==> config.mk <==
export PLATFORM = sky130hd
export DESIGN_NAME = sie_top
export DESIGN_NICKNAME = d
export VERILOG_FILES = /design/src/sie_pkg.sv /design/src/sie_top.sv
export SDC_FILE = /design/constraint.sdc
export NUM_CORES = 1
export LEC_CHECK = 0
export ABC_CLOCK_PERIOD_IN_PS = 2300
export BUFFER_PORTS_ARGS = -buffer_cell sky130_fd_sc_hd__buf_2
export CORE_MARGIN = 1.5
export CORE_UTILIZATION = 44
export CTS_CLUSTER_DIAMETER = 50
export DETAILED_ROUTE_END_ITERATION = 6
export PLACE_DENSITY = 0.85
export SLEW_MARGIN = 30
export SYNTH_ARGS = -nofsm -noshare
export SYNTH_HDL_FRONTEND = slang
export SYNTH_SLANG_ARGS = --single-unit
export TNS_END_PERCENT = 10
==> constraint.sdc <==
create_clock -name pclk -period 2.3 [get_ports pclk]
set_input_delay 0 -clock pclk [delete_from_list [all_inputs] [get_ports pclk]]
set_output_delay 0 -clock pclk [all_outputs]
set_load 0.02 [all_outputs]
==> src/sie_pkg.sv <==
// Constants, modes and carrier types for the serial channel interrupt enable block.
package sie_pkg;

	// ****************************************************************
	// Register byte offsets on the APB.
	// ****************************************************************
	localparam logic [11:0] SIE_SUM_EN_OFS = 12'h000;
	localparam logic [11:0] SIE_CHG_EN_OFS = 12'h004;
	localparam logic [11:0] SIE_ERR_EN_OFS = 12'h008;
	localparam logic [11:0] SIE_FRM_EN_OFS = 12'h00c;
	localparam logic [11:0] SIE_MODE_OFS = 12'h010;
	localparam logic [11:0] SIE_STAT_OFS = 12'h014;

	// ****************************************************************
	// Serial modes of the channel.
	// ****************************************************************
	typedef enum logic [1:0] {
		SIE_ASYNC = 2'h0,
		SIE_BYTE = 2'h1,
		SIE_BIT = 2'h2
	} sie_mode_t;

	// ****************************************************************
	// Field positions of the summary enable, summary status and frame enable.
	// ****************************************************************
	localparam int SIE_TXS_POS = 7;
	localparam int SIE_RXS_POS = 6;
	localparam int SIE_TXR_POS = 1;
	localparam int SIE_RXR_POS = 0;
	localparam int SIE_END_MSG_POS = 7;

	// ****************************************************************
	// Implemented bits per register and per mode, and the change bits that fold into each summary.
	// ****************************************************************
	localparam logic [7:0] SIE_SUM_USED = 8'hc3;
	localparam logic [7:0] SIE_CHG_USED = 8'hdf;
	localparam logic [7:0] SIE_ERR_USED = 8'hfc;
	localparam logic [7:0] SIE_FRM_USED = 8'h80;
	localparam logic [7:0] SIE_CHG_ASYNC = 8'h4f;
	localparam logic [7:0] SIE_CHG_BYTE = 8'hdc;
	localparam logic [7:0] SIE_CHG_BIT = 8'hdf;
	localparam logic [7:0] SIE_ERR_ASYNC = 8'h78;
	localparam logic [7:0] SIE_ERR_BYTE = 8'h0c;
	localparam logic [7:0] SIE_ERR_BIT = 8'hfc;
	localparam logic [7:0] SIE_CHG_TX_SET = 8'hc8;
	localparam logic [7:0] SIE_CHG_RX_SET = 8'h17;

	// ****************************************************************
	// Values after reset.
	// ****************************************************************
	localparam logic [7:0] SIE_EN_RST = 8'h00;
	localparam sie_mode_t SIE_MODE_RST = SIE_ASYNC;

	// Status flags delivered by the serial channel.
	typedef struct packed {
		logic tx_ready_flag;
		logic rx_ready_flag;
		logic [7:0] change_status_reg;
		logic [7:0] error_status_reg;
		logic end_msg_frame;
	} sie_status_t;

endpackage

==> src/sie_top.sv <==
// Interrupt enable masks of one serial channel with an APB register port.
//
// Overview of operation
// - Host request only while a status bit and its enable are both one.
// - Summary bit 7 gates the transmit summary flag in every mode.
// - Summary bit 6 gates the receive summary flag in every mode.
// - Summary bit 1 gates the transmit ready flag in every mode.
// - Summary bit 0 gates the receive ready flag in every mode.
// - Summary bits 5 to 2 read zero; host writes zero.
// - Same AND gating for all three pairs and the frame pair.
// - Change bit 7 folds underrun into transmit summary; reserved when async.
// - Change bit 6 folds transmitter quiet into transmit summary, all modes.
// - Change bit 4 folds pattern detect into receive summary; reserved async.
// - Change bit 3 folds CTS change into transmit summary, all modes.
// - Change bit 2 folds DCD change into receive summary, all modes.
// - Change bit 1 folds break or abort detect; reserved in byte sync.
// - Change bit 0 folds break end or quiet; reserved in byte sync.
// - Change bit 5 reads zero; host writes zero.
// - Error bit 7 folds end of message, bit sync only.
// - Error bit 6 folds multiprocessor or short frame; reserved byte sync.
// - Error bit 5 folds parity or abort; reserved in byte sync.
// - Error bit 4 folds framing or residual bit; reserved byte sync.
// - Error bit 3 folds receive overrun in all modes.
// - Error bit 2 folds CRC fault in sync modes; reserved async.
// - Error bits 1 and 0 read zero; host writes zero.
//
// The APB register port and the register addresses were chosen for this implementation.
`timescale 1ns/1ns
`default_nettype none

module sie_top (
	// Clock and reset.
	input wire logic pclk,
	input wire logic presetn,
	// APB slave.
	input wire logic psel,
	input wire logic penable,
	input wire logic pwrite,
	input wire logic [11:0] paddr,
	input wire logic [31:0] pwdata,
	input wire logic [3:0] pstrb,
	output logic [31:0] prdata,
	output logic pready,
	output logic pslverr,
	// Channel status flags.
	input wire sie_pkg::sie_status_t stat,
	// Summary flags and host request.
	output logic tx_summary_flag,
	output logic rx_summary_flag,
	output logic host_irq
);

	// ****************************************************************
	// Mode decoding.
	// ****************************************************************

	// Change enable bits that exist in the given mode.
	function automatic logic [7:0] chg_mask(input sie_pkg::sie_mode_t m);
		case (m)
			sie_pkg::SIE_BYTE: return sie_pkg::SIE_CHG_BYTE;
			sie_pkg::SIE_BIT: return sie_pkg::SIE_CHG_BIT;
			default: return sie_pkg::SIE_CHG_ASYNC;
		endcase
	endfunction

	// Error enable bits that exist in the given mode.
	function automatic logic [7:0] err_mask(input sie_pkg::sie_mode_t m);
		case (m)
			sie_pkg::SIE_BYTE: return sie_pkg::SIE_ERR_BYTE;
			sie_pkg::SIE_BIT: return sie_pkg::SIE_ERR_BIT;
			default: return sie_pkg::SIE_ERR_ASYNC;
		endcase
	endfunction

	// Frame enable exists only in bit synchronous mode.
	function automatic logic [7:0] frm_mask(input sie_pkg::sie_mode_t m);
		case (m)
			sie_pkg::SIE_BIT: return sie_pkg::SIE_FRM_USED;
			default: return 8'h00;
		endcase
	endfunction

	// Whether an address hits a mapped register.
	function automatic logic addr_ok(input logic [11:0] a);
		case (a)
			sie_pkg::SIE_SUM_EN_OFS,
			sie_pkg::SIE_CHG_EN_OFS,
			sie_pkg::SIE_ERR_EN_OFS,
			sie_pkg::SIE_FRM_EN_OFS,
			sie_pkg::SIE_MODE_OFS,
			sie_pkg::SIE_STAT_OFS: return 1'b1;
			default: return 1'b0;
		endcase
	endfunction

	// ****************************************************************
	// Register storage.
	// ****************************************************************
	logic [7:0] sum_en_q;
	logic [7:0] chg_en_q;
	logic [7:0] err_en_q;
	logic [7:0] frm_en_q;
	sie_pkg::sie_mode_t mode_q;
	logic [31:0] prdata_q;
	logic tx_sum_q;
	logic rx_sum_q;
	logic irq_q;
	logic [7:0] eff_chg;
	logic [7:0] eff_err;
	logic [7:0] eff_frm;
	logic [7:0] sum_view;
	logic tx_sum_d;
	logic rx_sum_d;
	logic irq_d;
	logic access;
	logic setup_rd;
	logic wr_ok;

	// ****************************************************************
	// APB handshake.
	// ****************************************************************

	// Zero wait states: read data is fetched in the setup cycle.
	assign access = psel & penable;
	assign setup_rd = psel & ~penable & ~pwrite;
	assign pready = access;
	assign pslverr = access & ~addr_ok(paddr);
	assign prdata = prdata_q;

	// A write lands only with lane 0 strobed; upper lanes hold nothing.
	assign wr_ok = access & pwrite & addr_ok(paddr) & pstrb[0];

	// Summary enable; unused bits are never stored.
	always_ff @(posedge pclk or negedge presetn) begin
		if (!presetn) begin
			sum_en_q <= sie_pkg::SIE_EN_RST;
		end else if (wr_ok && paddr == sie_pkg::SIE_SUM_EN_OFS) begin
			sum_en_q <= pwdata[7:0] & sie_pkg::SIE_SUM_USED;
		end
	end

	// Change enable; mode masking is applied on use so a mode switch
	// brings back what software last wrote.
	always_ff @(posedge pclk or negedge presetn) begin
		if (!presetn) begin
			chg_en_q <= sie_pkg::SIE_EN_RST;
		end else if (wr_ok && paddr == sie_pkg::SIE_CHG_EN_OFS) begin
			chg_en_q <= pwdata[7:0] & sie_pkg::SIE_CHG_USED;
		end
	end

	// Error enable.
	always_ff @(posedge pclk or negedge presetn) begin
		if (!presetn) begin
			err_en_q <= sie_pkg::SIE_EN_RST;
		end else if (wr_ok && paddr == sie_pkg::SIE_ERR_EN_OFS) begin
			err_en_q <= pwdata[7:0] & sie_pkg::SIE_ERR_USED;
		end
	end

	// Frame enable, end of message only.
	always_ff @(posedge pclk or negedge presetn) begin
		if (!presetn) begin
			frm_en_q <= sie_pkg::SIE_EN_RST;
		end else if (wr_ok && paddr == sie_pkg::SIE_FRM_EN_OFS) begin
			frm_en_q <= pwdata[7:0] & sie_pkg::SIE_FRM_USED;
		end
	end

	// Mode; the undefined code is ignored so the mode stays legal.
	always_ff @(posedge pclk or negedge presetn) begin
		if (!presetn) begin
			mode_q <= sie_pkg::SIE_MODE_RST;
		end else if (wr_ok && paddr == sie_pkg::SIE_MODE_OFS && pwdata[1:0] != 2'h3) begin
			mode_q <= sie_pkg::sie_mode_t'(pwdata[1:0]);
		end
	end

	// ****************************************************************
	// Gating and folding.
	// ****************************************************************

	// Enables as the current mode sees them.
	assign eff_chg = chg_en_q & chg_mask(mode_q);
	assign eff_err = err_en_q & err_mask(mode_q);
	assign eff_frm = frm_en_q & frm_mask(mode_q);

	// Underrun, quiet and CTS change fold into the transmit summary.
	assign tx_sum_d = |(stat.change_status_reg & eff_chg & sie_pkg::SIE_CHG_TX_SET);

	// Pattern, DCD, break, all errors and frame end fold into receive.
	assign rx_sum_d = (|(stat.change_status_reg & eff_chg & sie_pkg::SIE_CHG_RX_SET))
		| (|(stat.error_status_reg & eff_err))
		| (stat.end_msg_frame & eff_frm[sie_pkg::SIE_END_MSG_POS]);

	// Summary status as the host sees it.
	assign sum_view = {tx_sum_q, rx_sum_q, 4'h0, stat.tx_ready_flag, stat.rx_ready_flag};

	// Host request: any summary bit with its enable.
	assign irq_d = |(sum_view & sum_en_q);

	// Summary flags are registered so the outputs are glitch free.
	always_ff @(posedge pclk or negedge presetn) begin
		if (!presetn) begin
			tx_sum_q <= 1'b0;
			rx_sum_q <= 1'b0;
		end else begin
			tx_sum_q <= tx_sum_d;
			rx_sum_q <= rx_sum_d;
		end
	end

	// The request is a level and falls on the clock after no pair is live.
	always_ff @(posedge pclk or negedge presetn) begin
		if (!presetn) begin
			irq_q <= 1'b0;
		end else begin
			irq_q <= irq_d;
		end
	end

	assign tx_summary_flag = tx_sum_q;
	assign rx_summary_flag = rx_sum_q;
	assign host_irq = irq_q;

	// ****************************************************************
	// Read data.
	// ****************************************************************

	// Reserved and mode reserved bits read zero.
	always_ff @(posedge pclk or negedge presetn) begin
		if (!presetn) begin
			prdata_q <= 32'h0000_0000;
		end else if (setup_rd) begin
			case (paddr)
				sie_pkg::SIE_SUM_EN_OFS: prdata_q <= {24'h00_0000, sum_en_q};
				sie_pkg::SIE_CHG_EN_OFS: prdata_q <= {24'h00_0000, eff_chg};
				sie_pkg::SIE_ERR_EN_OFS: prdata_q <= {24'h00_0000, eff_err};
				sie_pkg::SIE_FRM_EN_OFS: prdata_q <= {24'h00_0000, eff_frm};
				sie_pkg::SIE_MODE_OFS: prdata_q <= {30'h0000_0000, mode_q};
				sie_pkg::SIE_STAT_OFS: prdata_q <= {23'h00_0000, irq_q, sum_view};
				default: prdata_q <= 32'h0000_0000;
			endcase
		end
	end

	// Only the change flags given by the mask are set.
	function automatic logic only_chg(input logic [7:0] m);
		return (stat.change_status_reg & ~m) == 8'h00 && (stat.change_status_reg & m) != 8'h00;
	endfunction

	// Only the error flags given by the mask are set and nothing else feeds
	// the receive summary; the helper keeps the silence checks short.
	function automatic logic only_err(input logic [7:0] m);
		return (stat.error_status_reg & ~m) == 8'h00
			&& (stat.error_status_reg & m) != 8'h00
			&& (stat.change_status_reg & sie_pkg::SIE_CHG_RX_SET) == 8'h00 && !stat.end_msg_frame;
	endfunction
endmodule

`default_nettype wire

# == Yosys cells after proc, flatten, opt, wreduce, memory -nomap -nowiden ==
# Cells that the tools add are included.
# W data, S select, Z words.
# word_totals
regBits,55
input_bits,72
out_inout_bits,37
word_cells,53
# classes
n_eq_ne,8
mux,5
bitwise_logic,19
reduce_logical,12
# ops
op,n
$pmux W9 S6,1
$and A8 B8 Y8,6
$pmux W8 S2,2
$eq A12 B4 Y1 const B,2
$eq A12 B5 Y1 const B,2
$reduce_or A8 Y1,2
$eq A12 B3 Y1 const B,1
$logic_not A12 Y1,1
$and A1 B1 Y1,8
$mux W8,1
$logic_and A1 B1 Y1,6
$reduce_or A6 Y1,1
$reduce_or A4 Y1,1
$not A1 Y1,3
$reduce_or A3 Y1,1
$eq A2 B1 Y1 const B,1
$eq A2 B2 Y1 const B,1
$ne A2 B2 Y1 const B,1
$or A1 B1 Y1,2
$mux W1,1

# == Depth between registers and ports, before layout ==
# Gate-level depths: netlist of run 1.
# logic_depth
depth_word,7
mapped_depth,6
mapped_depth_nobuf,6

# == Worst setup path after synthesis of run 1 ==
# No wires, ideal clock.
# synth_path
path_kind,flip-flop to flip-flop
startpoint,reg mode_q[0]
endpoint,reg prdata_q[4] (netlist: prdata[4])
setup_time_ns,0.065
arrival_time_ns,1.626
t_required_ns,2.235
setup_slack_ns,0.609
stages_incl_launch_ff,6
path_buffers,0
period_less_slack_ns,1.691
cell_sequence,dfrtp_1 -> inv_1 -> ha_1 -> or4b_2 -> o31ai_1 -> a31o_2
# synth_via
elab_chain_cells,4
word_cells_on_any_way,7
classes_between,eq/ne (2); mux (3); bitwise (2)
# synth_lines
element,line_no,rtl
start: declaration,sie_top.sv:103,sie_pkg::sie_mode_t mode_q;
start signal: assignment,sie_top.sv:173,mode_q <= sie_pkg::SIE_MODE_RST;
start signal: assignment,sie_top.sv:175,mode_q <= sie_pkg::sie_mode_t'(pwdata[1:0]);
$eq A2 B2 Y1 or $eq A2 B1 Y1 (tied branches),"sie_top.sv:59, sie_top.sv:68",
"$pmux W8 S2, on equally long branches","sie_top.sv:68, sie_top.sv:59",
"$and A8 B8 Y8, on equally long branches","sie_top.sv:185, sie_top.sv:184",
$pmux W9 S6 *,sie_top.sv:235,case (paddr)
end signal: assignment,sie_top.sv:236,"sie_pkg::SIE_SUM_EN_OFS: prdata_q <= {24'h00_0000, sum_en_q};"
end signal: assignment,sie_top.sv:237,"sie_pkg::SIE_CHG_EN_OFS: prdata_q <= {24'h00_0000, eff_chg};"
end signal: assignment,sie_top.sv:238,"sie_pkg::SIE_ERR_EN_OFS: prdata_q <= {24'h00_0000, eff_err};"
end: declaration,sie_top.sv:104,logic [31:0] prdata_q;
# Mark *: on every way between the ends. The rest lies on a longest branch, timed or not.
# A chain may end at the register's enable or synchronous reset.

# == Worst setup path after layout of run 1 ==
# layout_path
startpoint,reg mode_q[0]
endpoint,reg rx_sum_q (netlist: rx_summary_flag)
# layout_via
elab_chain_cells,7
word_cells_on_any_way,15
classes_between,eq/ne (2); mux (3); bitwise (8); reduce/logical (2)
# layout_lines
element,line_no,rtl
$eq A2 B2 Y1 or $eq A2 B1 Y1 (tied branches),"sie_top.sv:59, sie_top.sv:68, sie_top.sv:77",
"$pmux W8 S2, on equally long branches","sie_top.sv:68, sie_top.sv:59",
"$and A8 B8 Y8, on equally long branches","sie_top.sv:185, sie_top.sv:184",
"$and A8 B8 Y8, on equally long branches","sie_top.sv:193, sie_top.sv:192",
$reduce_or A8 Y1 or $reduce_or A4 Y1 (tied branches),"sie_top.sv:193, sie_top.sv:192",
$or A1 B1 Y1,sie_top.sv:193,| (|(stat.error_status_reg & eff_err))
$or A1 B1 Y1 *,sie_top.sv:194,| (stat.end_msg_frame & eff_frm[sie_pkg::SIE_END_MSG_POS]);
via rx_sum_d,sie_top.sv:113,logic rx_sum_d;
end signal: assignment,sie_top.sv:209,rx_sum_q <= rx_sum_d;
end: declaration,sie_top.sv:106,logic rx_sum_q;
# Mark *: on every way through the listed nets, which the timed path passes. The rest lies on a longest branch.

==> results.yml, run 1 <==
floorplan:
  dieArea_mm2: 0.00478
  ios: 109
  rows: 23
  die_x_um: 69.2
  core_mm2: 0.00412
  initial_core_util_pct: 46.8
  die_y_um: 69.2
run_status:
  status: "finished clean"
global_route:
  busiest_layer: "met2"
  grt_max_degree: 33
  gr-usage-met3_pct: 7.46
  grt_pass1_vias: 1712
  track_usage_pct: 20.9
  grt_overflow: 0
  grt_pass1_wl_mm: 7.82
  use_met2_pct: 33.5
  antenna_found_initial: 0
  grtUsageMet1_pct: 24.0
synth:
  synthAdderAreaFrac_pct: 1.30
  synth-main-ff-cell: "dfrtp_1"
  ys_top_cells_by_count: "dfrtp_1, buf_4, mux2_2"
  syn_area_mm2: 0.00193
  synth_top_family_by_area: "simple AND/OR/NAND/NOR gates"
  synth.most_common_cell: "dfrtp_1"
  synth_top_cell_area_share_pct: 41.6
  synth_cell_types: 53
  synth-compound-area-share_pct: 12.5
  avgSynthCellArea_um2: 10.7
  synth-edff-count: 0
  synth_xor_area_share_pct: 0
  ys_ff_latch: 32
  synth-seq-area-share_pct: 41.6
  synthCells: 180
  synth.top_cells.by_area: "dfrtp_1, mux2_2, buf_4"
  synth_largest_area_cell: "dfrtp_1"
  synthMuxAreaShare_pct: 11.6
  yosys.area_share.simple_pct: 21.7
  synth_async_sr_flop_share_pct: 100
  ys_warn_count: 0
timing:
  worst_slew_pin_slew_ns: 0.707
  fin_tns_setup_ns: 0
  fin_ws_ns: 0.369
  min_period_ns: 1.93
  fin_crit_sh_pct: 84.0
  finalHoldViolCount: 0
  final_max_slew_viol_count: 0
  finalSetupViolCount: 0
  rsz0062_at_grt: "false"
  max_freq_mhz: 518
  relSlewSlack_pct: 52.9
  fin_worst_skew_ns: 0.00667
drt:
  ant_nets: 0
  vias: 1673
  viasPerCell: 5.50
  drc: 0
  routed_wl_mm: 4.78
  first_iter_violations: 142
  drtPass1Iterations: 5
  wire_per_inst_um: 15.7
layout:
  syn_to_final_growth_pct: 24.5
  antenna_cells: 0
  layout.nets: 328
  drive_above_1_share_pct: 37.0
power:
  leakage_nw: 1.17
  power_density_mw_per_mm2: 469
  vdd_drop_max_v: 0.000235
clock_tree:
  cts_buffer_depth: 2
  cts_resized: 0
  clk_latency_ns: 0.29
  numCtsBuffers: 5
  cts_tree: "yes"
  root_buffer: "clkbuf_8"
  cts.sinks: 32
  htree_levels: 2
  clk_pin_slew_ns: 0.06
worst_setup_path:
  cp-end-kind: "flop"
  required_ns: 2.47
  start_kind: "flop"
  worstPathMaxFanout: 5
  criticalPathCategory: "flop to flop"
  worst_ep_arrival_time_ns: 2.10
placed_design:
  detailed_place_hpwl_mm: 3.65
  gp_congestion: 0.903
  pre_cts_slack_ns: 0.440
  io_buffer_count: 55
worst_hold_path:
  min_path_type: "input port to flop"
job:
  max_cap_viol_count: 0
## flip-flops by register name, indices dropped and copies added, names as in the netlist
signal	count
chg_en_q	7
tx_summary_flag	1
frm_en_q	1
err_en_q	6
sum_en_q	4
host_irq	1
prdata	9
rx_summary_flag	1
mode_q	2
## report_power, final
| part | switching [mW] | internal, mW | total [mW] | leakage, nW |
|---|---|---|---|---|
| Sequential | 0.00151 | 0.566 | 0.568 | 0.440 |
| Clock | 0.196 | 0.205 | 0.401 | 0.0410 |
| Combinational | 0.100 | 0.0559 | 0.156 | 0.688 |
| Total | 0.298 | 0.827 | 1.12 | 1.17 |
## routing by layer
layer	part of all wire (%)	wire length [um]	vias to the layer above
met3	9.4	449	14
li1	-	-	782
met2	48	2280	95
met1	40	1900	782
met5	0	0	-
met4	3.1	148	0
## through the flow
step	total power [mW]	utilization (%)	cell area, um2	instances	hold slack [ns]
floorplan	0.682	-	2010	202	-0.296
global placement	0.716	52.7	2170	282	0.0777
detailed placement	0.718	52.7	2170	282	0.0937
CTS	1.13	58.3	2400	304	0.0613
global route	1.17	58.3	2400	304	0.127
finish	1.12	58.3	2400	304	0.0625
## final timing paths
path	depth (start not counted)	start	slack, ns	endpoint
min in group asynchronous	2	presetn	0.29	prdata[8]
max in group asynchronous	2	presetn	1.54	chg_en_q[1]
setup / recovery	6	mode_q[0]	0.37	rx_summary_flag
hold reg to reg	2	prdata[2]	0.49	prdata[2]
setup reg to reg	6	mode_q[0]	0.37	rx_summary_flag
hold / removal	3	pwrite	0.06	prdata[6]
## repair_timing
item                                   CTS  global route
buffers inserted                         0             0
hold buffers                            15             0
endpoints found under the hold margin   51             0
## worst max-delay path, cell delays in order, from the launching register on
cell,delay [ns]
dfrtp_1,0.38
inv_1,0.08
ha_1,0.38
nor2b_1,0.09
a32oi_1,0.18
nand4b_1,0.13
dlygate4sd3_1,0.58
## cells in the final DEF, fill, tap and decap left out, drive strengths merged, types with 4 or more instances in the layout
master / instances
a22oi: 6
buf: 58
clkbuf: 6
conb: 23
dfrtp: 32
dlygate4sd3: 15
inv: 4
mux2: 18
nand2: 12
nand4: 6
nor2: 6
nor3: 4
nor4: 5
## cell type report
type                            count  area [um2]
Inverter                            4        15.0
Clock inverter                      1        5.00
Timing Repair Buffer               73         448
Multi-Input combinational cell    138         993
Sequential cell                    32         801
Fill cell                         369        1720
Tap cell                           50        62.6
Clock buffer                        6        72.6
## logic make-up after synthesis
| group | count (synthesis) |
|---|---|
| simple gates | 61 |
| compound gates | 32 |
| buf+inv | 32 |
| flops | 32 |
| mux | 20 |
| fa+ha+maj | 2 |
| other cells | 1 |
(Power assumes the default switching activity.)
==> inputs of run 2 (changes only) <==
--- a/config.mk
+++ b/config.mk
@@ -5,13 +5,13 @@
 export SDC_FILE = /design/constraint.sdc
 export NUM_CORES = 1
 export LEC_CHECK = 0
-export ABC_CLOCK_PERIOD_IN_PS = 2300
+export ABC_CLOCK_PERIOD_IN_PS = 1700
 export BUFFER_PORTS_ARGS = -buffer_cell sky130_fd_sc_hd__buf_2
 export CORE_MARGIN = 1.5
-export CORE_UTILIZATION = 44
+export CORE_UTILIZATION = 40
 export CTS_CLUSTER_DIAMETER = 50
 export DETAILED_ROUTE_END_ITERATION = 6
-export PLACE_DENSITY = 0.85
+export PLACE_DENSITY = 0.82
 export SLEW_MARGIN = 30
 export SYNTH_ARGS = -nofsm -noshare
 export SYNTH_HDL_FRONTEND = slang
==> constraint.sdc (replaced) <==
create_clock -name pclk -period 1.7 [get_ports pclk]
set_input_delay 0 -clock pclk [delete_from_list [all_inputs] [get_ports pclk]]
set_output_delay 0 -clock pclk [all_outputs]
set_load 0.02 [all_outputs]
==> results.yml, run 2 (synthesis results as in run 1) <==
worst_setup_path:
  path_buf_inv: 1
  start_kind: "flop"
  criticalPathCategory: "flop to flop"
  worstPathMaxFanout: 3
  cp_slowest_cell: "dfrtp_1"
  required_ns: 1.91
  cp-end-kind: "flop"
  slowest_delay_ns: 0.41
  critPathTopFamily: "simple AND/OR/NAND/NOR gates"
  worstPathCellList: "buf_4 > ha_2 > nor4bb_4 > a211oi_2 > or4_1 > a31oi_1"
  worst_ep_arrival_time_ns: 1.92
floorplan:
  initial_core_util_pct: 41.0
  ios: 109
  die_y_um: 72.4
  dieArea_mm2: 0.00524
  rows: 25
  die_x_um: 72.4
  core_mm2: 0.00469
drt:
  routed_wl_mm: 5.00
  drc: 0
  wl_met2_mm: 2.44
  viasPerCell: 5.46
  drtPass1Iterations: 4
  wire_per_inst_um: 15.6
  top_layer: "met4"
  ant_nets: 0
  wl_met1_mm: 2.07
  vias: 1746
  first_iter_violations: 117
  wl_met3_um: 354
timing:
  worst_slew_pin_slew_ns: 0.698
  holdWs_ns: 0.00596
  final_max_slew_viol_count: 0
  fin_ws_ns: -0.00790
  finalSetupViolCount: 1
  max_freq_mhz: 586
  rsz0062_at_grt: "true"
  min_period_ns: 1.71
  relSlewSlack_pct: 53.4
  finalHoldViolCount: 0
  fin_worst_skew_ns: 0.0102
  fin_crit_sh_pct: 100
layout:
  design_area_mm2: 0.00255
  multi_input_area_mm2: 0.00104
  final_cell_mix: "buf_2, dfrtp_1, conb_1"
  regArea_um2: 801
  syn_to_final_growth_pct: 32.7
  largest_register_ffs: 9
  fillers: 418
  antenna_cells: 0
  final_common_cell: "buf_2"
  layout.nets: 340
  drive_above_1_share_pct: 43.6
  utilization_pct: 54.5
clock_tree:
  htree_levels: 2
  cts_buffer_depth: 2
  cts.sinks: 32
  clk_pin_slew_ns: 0.07
  cts_tree: "yes"
  numCtsBuffers: 5
  clk_latency_ns: 0.28
  root_buffer: "clkbuf_8"
global_route:
  antenna_found_initial: 0
  grt_pass1_wl_mm: 8.04
  grt_max_degree: 33
  grt_overflow: 0
  track_usage_pct: 20.3
  grt_pass1_vias: 1708
power:
  p_total_mw: 1.63
  vdd_drop_max_v: 0.000279
  power_density_mw_per_mm2: 638
  leakage_nw: 1.24
run_status:
  status: "finished, violations left"
  violations: "negative setup slack"
placed_design:
  io_buffer_count: 55
  pre_cts_slack_ns: -0.0659
  detailed_place_hpwl_mm: 3.81
  gp_congestion: 0.946
  place_area_mm2: 0.00226
job:
  max_cap_viol_count: 0
worst_hold_path:
  min_path_type: "input port to flop"
==> run 2: cell type report <==
| class | count | area share [%] |
|---|---|---|
| clock buffers | 7 | 3.77 |
| inverters | 4 | 0.588 |
| multi-input cells | 138 | 40.8 |
| flip-flops and latches | 32 | 31.3 |
| well taps | 54 | 2.64 |
| repair buffers | 85 | 20.9 |
==> run 2: through the flow <==
stage	std cells	TNS, ns
2_1_floorplan	202	0
4_1_cts	320	-0.0328
3_5_place_dp	298	-0.399
3_3_place_gp	298	-0.224
5_1_grt	320	-0.116
6_report	320	-0.00790
==> run 2: worst paths after layout <==
check                           depth (start not counted)  startpoint  slack, ns           to
worst min-delay path                                    2   pwdata[0]      0.006  sum_en_q[0]
worst min register to register                          2   prdata[8]       0.47    prdata[8]
worst max register to register                          6   mode_q[0]     -0.008    prdata[6]
worst max-delay path                                    6   mode_q[0]     -0.008    prdata[6]
max in group asynchronous                               2     presetn       0.94  frm_en_q[7]
min in group asynchronous                               2     presetn       0.30     host_irq
==> run 2: repair_timing <==
item                                    4_1_cts  5_1_grt
endpoints found under the setup margin        1        4
resized for setup                             2        7
pin swaps                                     2        6
endpoints found under the hold margin        42        0
hold buffers                                 13        0
cloned                                        0        0
buffers inserted                              2        0
==> run 2: metal layers <==
metal	track usage, %	vias up
li1	-	811
met1	24.6	832
met2	35.0	89
met3	4.58	14
met4	8.39	0
met5	0	-
==> run 2: where the power goes <==
group          leakage, nW  internal (mW)  switching [mW]
clock               0.0503          0.360           0.274
combinational        0.745         0.0844           0.142
sequential           0.440          0.766         0.00209
total                 1.24           1.21           0.419
==> inputs of run 3 (changes only) <==
--- a/config.mk
+++ b/config.mk
@@ -7,7 +7,7 @@
 export LEC_CHECK = 0
 export ABC_CLOCK_PERIOD_IN_PS = 1700
 export BUFFER_PORTS_ARGS = -buffer_cell sky130_fd_sc_hd__buf_2
-export CORE_MARGIN = 1.5
+export CORE_MARGIN = 4
 export CORE_UTILIZATION = 40
 export CTS_CLUSTER_DIAMETER = 50
 export DETAILED_ROUTE_END_ITERATION = 6
==> results.yml, run 3 (synthesis results as in run 1) <==
run_status:
  status: "finished clean"
global_route:
  track_usage_pct: 18.3
  grt_pass1_wl_mm: 8.64
  antenna_found_initial: 0
  grt_max_degree: 33
  grt_overflow: 0
  grt_pass1_vias: 1785
drt:
  drc: 0
  viasPerCell: 5.42
  routed_wl_mm: 5.42
  first_iter_violations: 121
  ant_nets: 0
  wire_per_inst_um: 16.8
  drtPass1Iterations: 4
  vias: 1750
timing:
  worst_slew_pin_slew_ns: 0.703
  holdWs_ns: 0.00971
  relSlewSlack_pct: 53.1
  min_period_ns: 1.69
  max_freq_mhz: 590
  fin_tns_setup_ns: 0
  final_max_slew_viol_count: 0
  finalSetupViolCount: 0
  fin_worst_skew_ns: 0.00716
  finalHoldViolCount: 0
  rsz0062_at_grt: "true"
  fin_crit_sh_pct: 99.6
worst_setup_path:
  reg2reg_slack_ns: 0.006
  worstPathMaxFanout: 2
  cp-end-kind: "flop"
  required_ns: 1.92
  criticalPathCategory: "flop to flop"
  r2r-end: "prdata[6]"
  r2r_start: "mode_q[0]"
  reg2regPathDepth: 6
  worst_ep_arrival_time_ns: 1.91
  start_kind: "flop"
placed_design:
  gp_congestion: 0.876
  io_buffer_count: 55
  detailed_place_hpwl_mm: 4.06
layout:
  layout.nets: 344
  drive_above_1_share_pct: 41.3
  final_cell_mix: "buf_2, dfrtp_1, conb_1"
  antenna_cells: 0
  largest_register_ffs: 9
  final_common_cell: "buf_2"
  syn_to_final_growth_pct: 32.9
power:
  vdd_drop_max_v: 0.000337
  power_density_mw_per_mm2: 627
  leakage_nw: 1.25
clock_tree:
  cts.sinks: 32
  clk_latency_ns: 0.29
  cts_tree: "yes"
  cts_buffer_depth: 2
  root_buffer: "clkbuf_8"
  numCtsBuffers: 5
  htree_levels: 2
  clk_pin_slew_ns: 0.07
job:
  max_cap_viol_count: 0
worst_hold_path:
  min_to: "rx_summary_flag"
  min_path_type: "input port to flop"
  worstHoldStart: "stat[0]"
  whs_path_depth: 3
floorplan:
  dieArea_mm2: 0.00599
  die_x_um: 77.4
  core_mm2: 0.00450
  ios: 109
  rows: 24
  initial_core_util_pct: 42.8
  die_y_um: 77.4
run 3: cell count changes in the layout (fill, tap and decap cells not counted), sizes merged:
cell / change
clkbuf: +1
dlygate4sd3: +4
run 3: critical path, stage by stage, from the launching register on:
cell and delay (ns):
dfrtp_1 0.37, buf_4 0.14, ha_2 0.19, nor4bb_2 0.27, a211oi_1 0.08, or4_1 0.43, a31oi_1 0.15
run 3: how the worst max path moves through the flow:
stage	startpoint	to
2_1_floorplan	mode_q[0]	prdata[4]
3_3_place_gp	paddr[5]	err_en_q[2]
3_5_place_dp	paddr[5]	err_en_q[6]
4_1_cts	mode_q[0]	prdata[6]
5_1_grt	mode_q[0]	prdata[6]
6_report	mode_q[0]	prdata[6]
run 3: timing repair:
item | CTS | global route
gates resized for setup | 2 | 3
pin swaps | 2 | 2
buffers inserted | 2 | 0
hold endpoints to repair | 52 | 0
setup endpoints to repair | 1 | 3
hold buffers | 17 | 0
run 3: report_power, final:
part,switching (mW),internal [mW],total [mW]
combinational,0.145,0.0899,0.235
sequential,0.00206,0.766,0.768
clock,0.272,0.330,0.602
total,0.419,1.19,1.60
run 3: layout make-up:
| type | instances | area, um2 |
|---|---|---|
| multi-input combinational | 138 | 1020 |
| inverter | 4 | 15.0 |
| sequential | 32 | 801 |
| timing repair buffer | 89 | 573 |
| fill | 397 | 1940 |
| tap | 52 | 65.1 |
| clock buffer | 8 | 90.1 |
run 3: per-stage QoR:
step | std cells | setup slack (ns) | power (mW) | util [%] | instance area (um2)
floorplan | 202 | 0.00887 | 0.923 | - | 2010
global placement | 296 | -0.0476 | 0.982 | 50.2 | 2260
detailed placement | 296 | -0.0722 | 0.986 | 50.2 | 2260
CTS | 323 | -0.00183 | 1.61 | 56.5 | 2550
global route | 323 | -0.0720 | 1.68 | 56.8 | 2560
finish | 323 | 0.00606 | 1.60 | 56.8 | 2560
run 3: routing by layer:
layer	part of all wire [%]	vias up	GRT usage, %
met5	0	-	0
li1	-	817	-
met1	40	825	21.8
met2	49	98	31.4
met3	9.2	10	4.75
met4	1.8	0	7.65
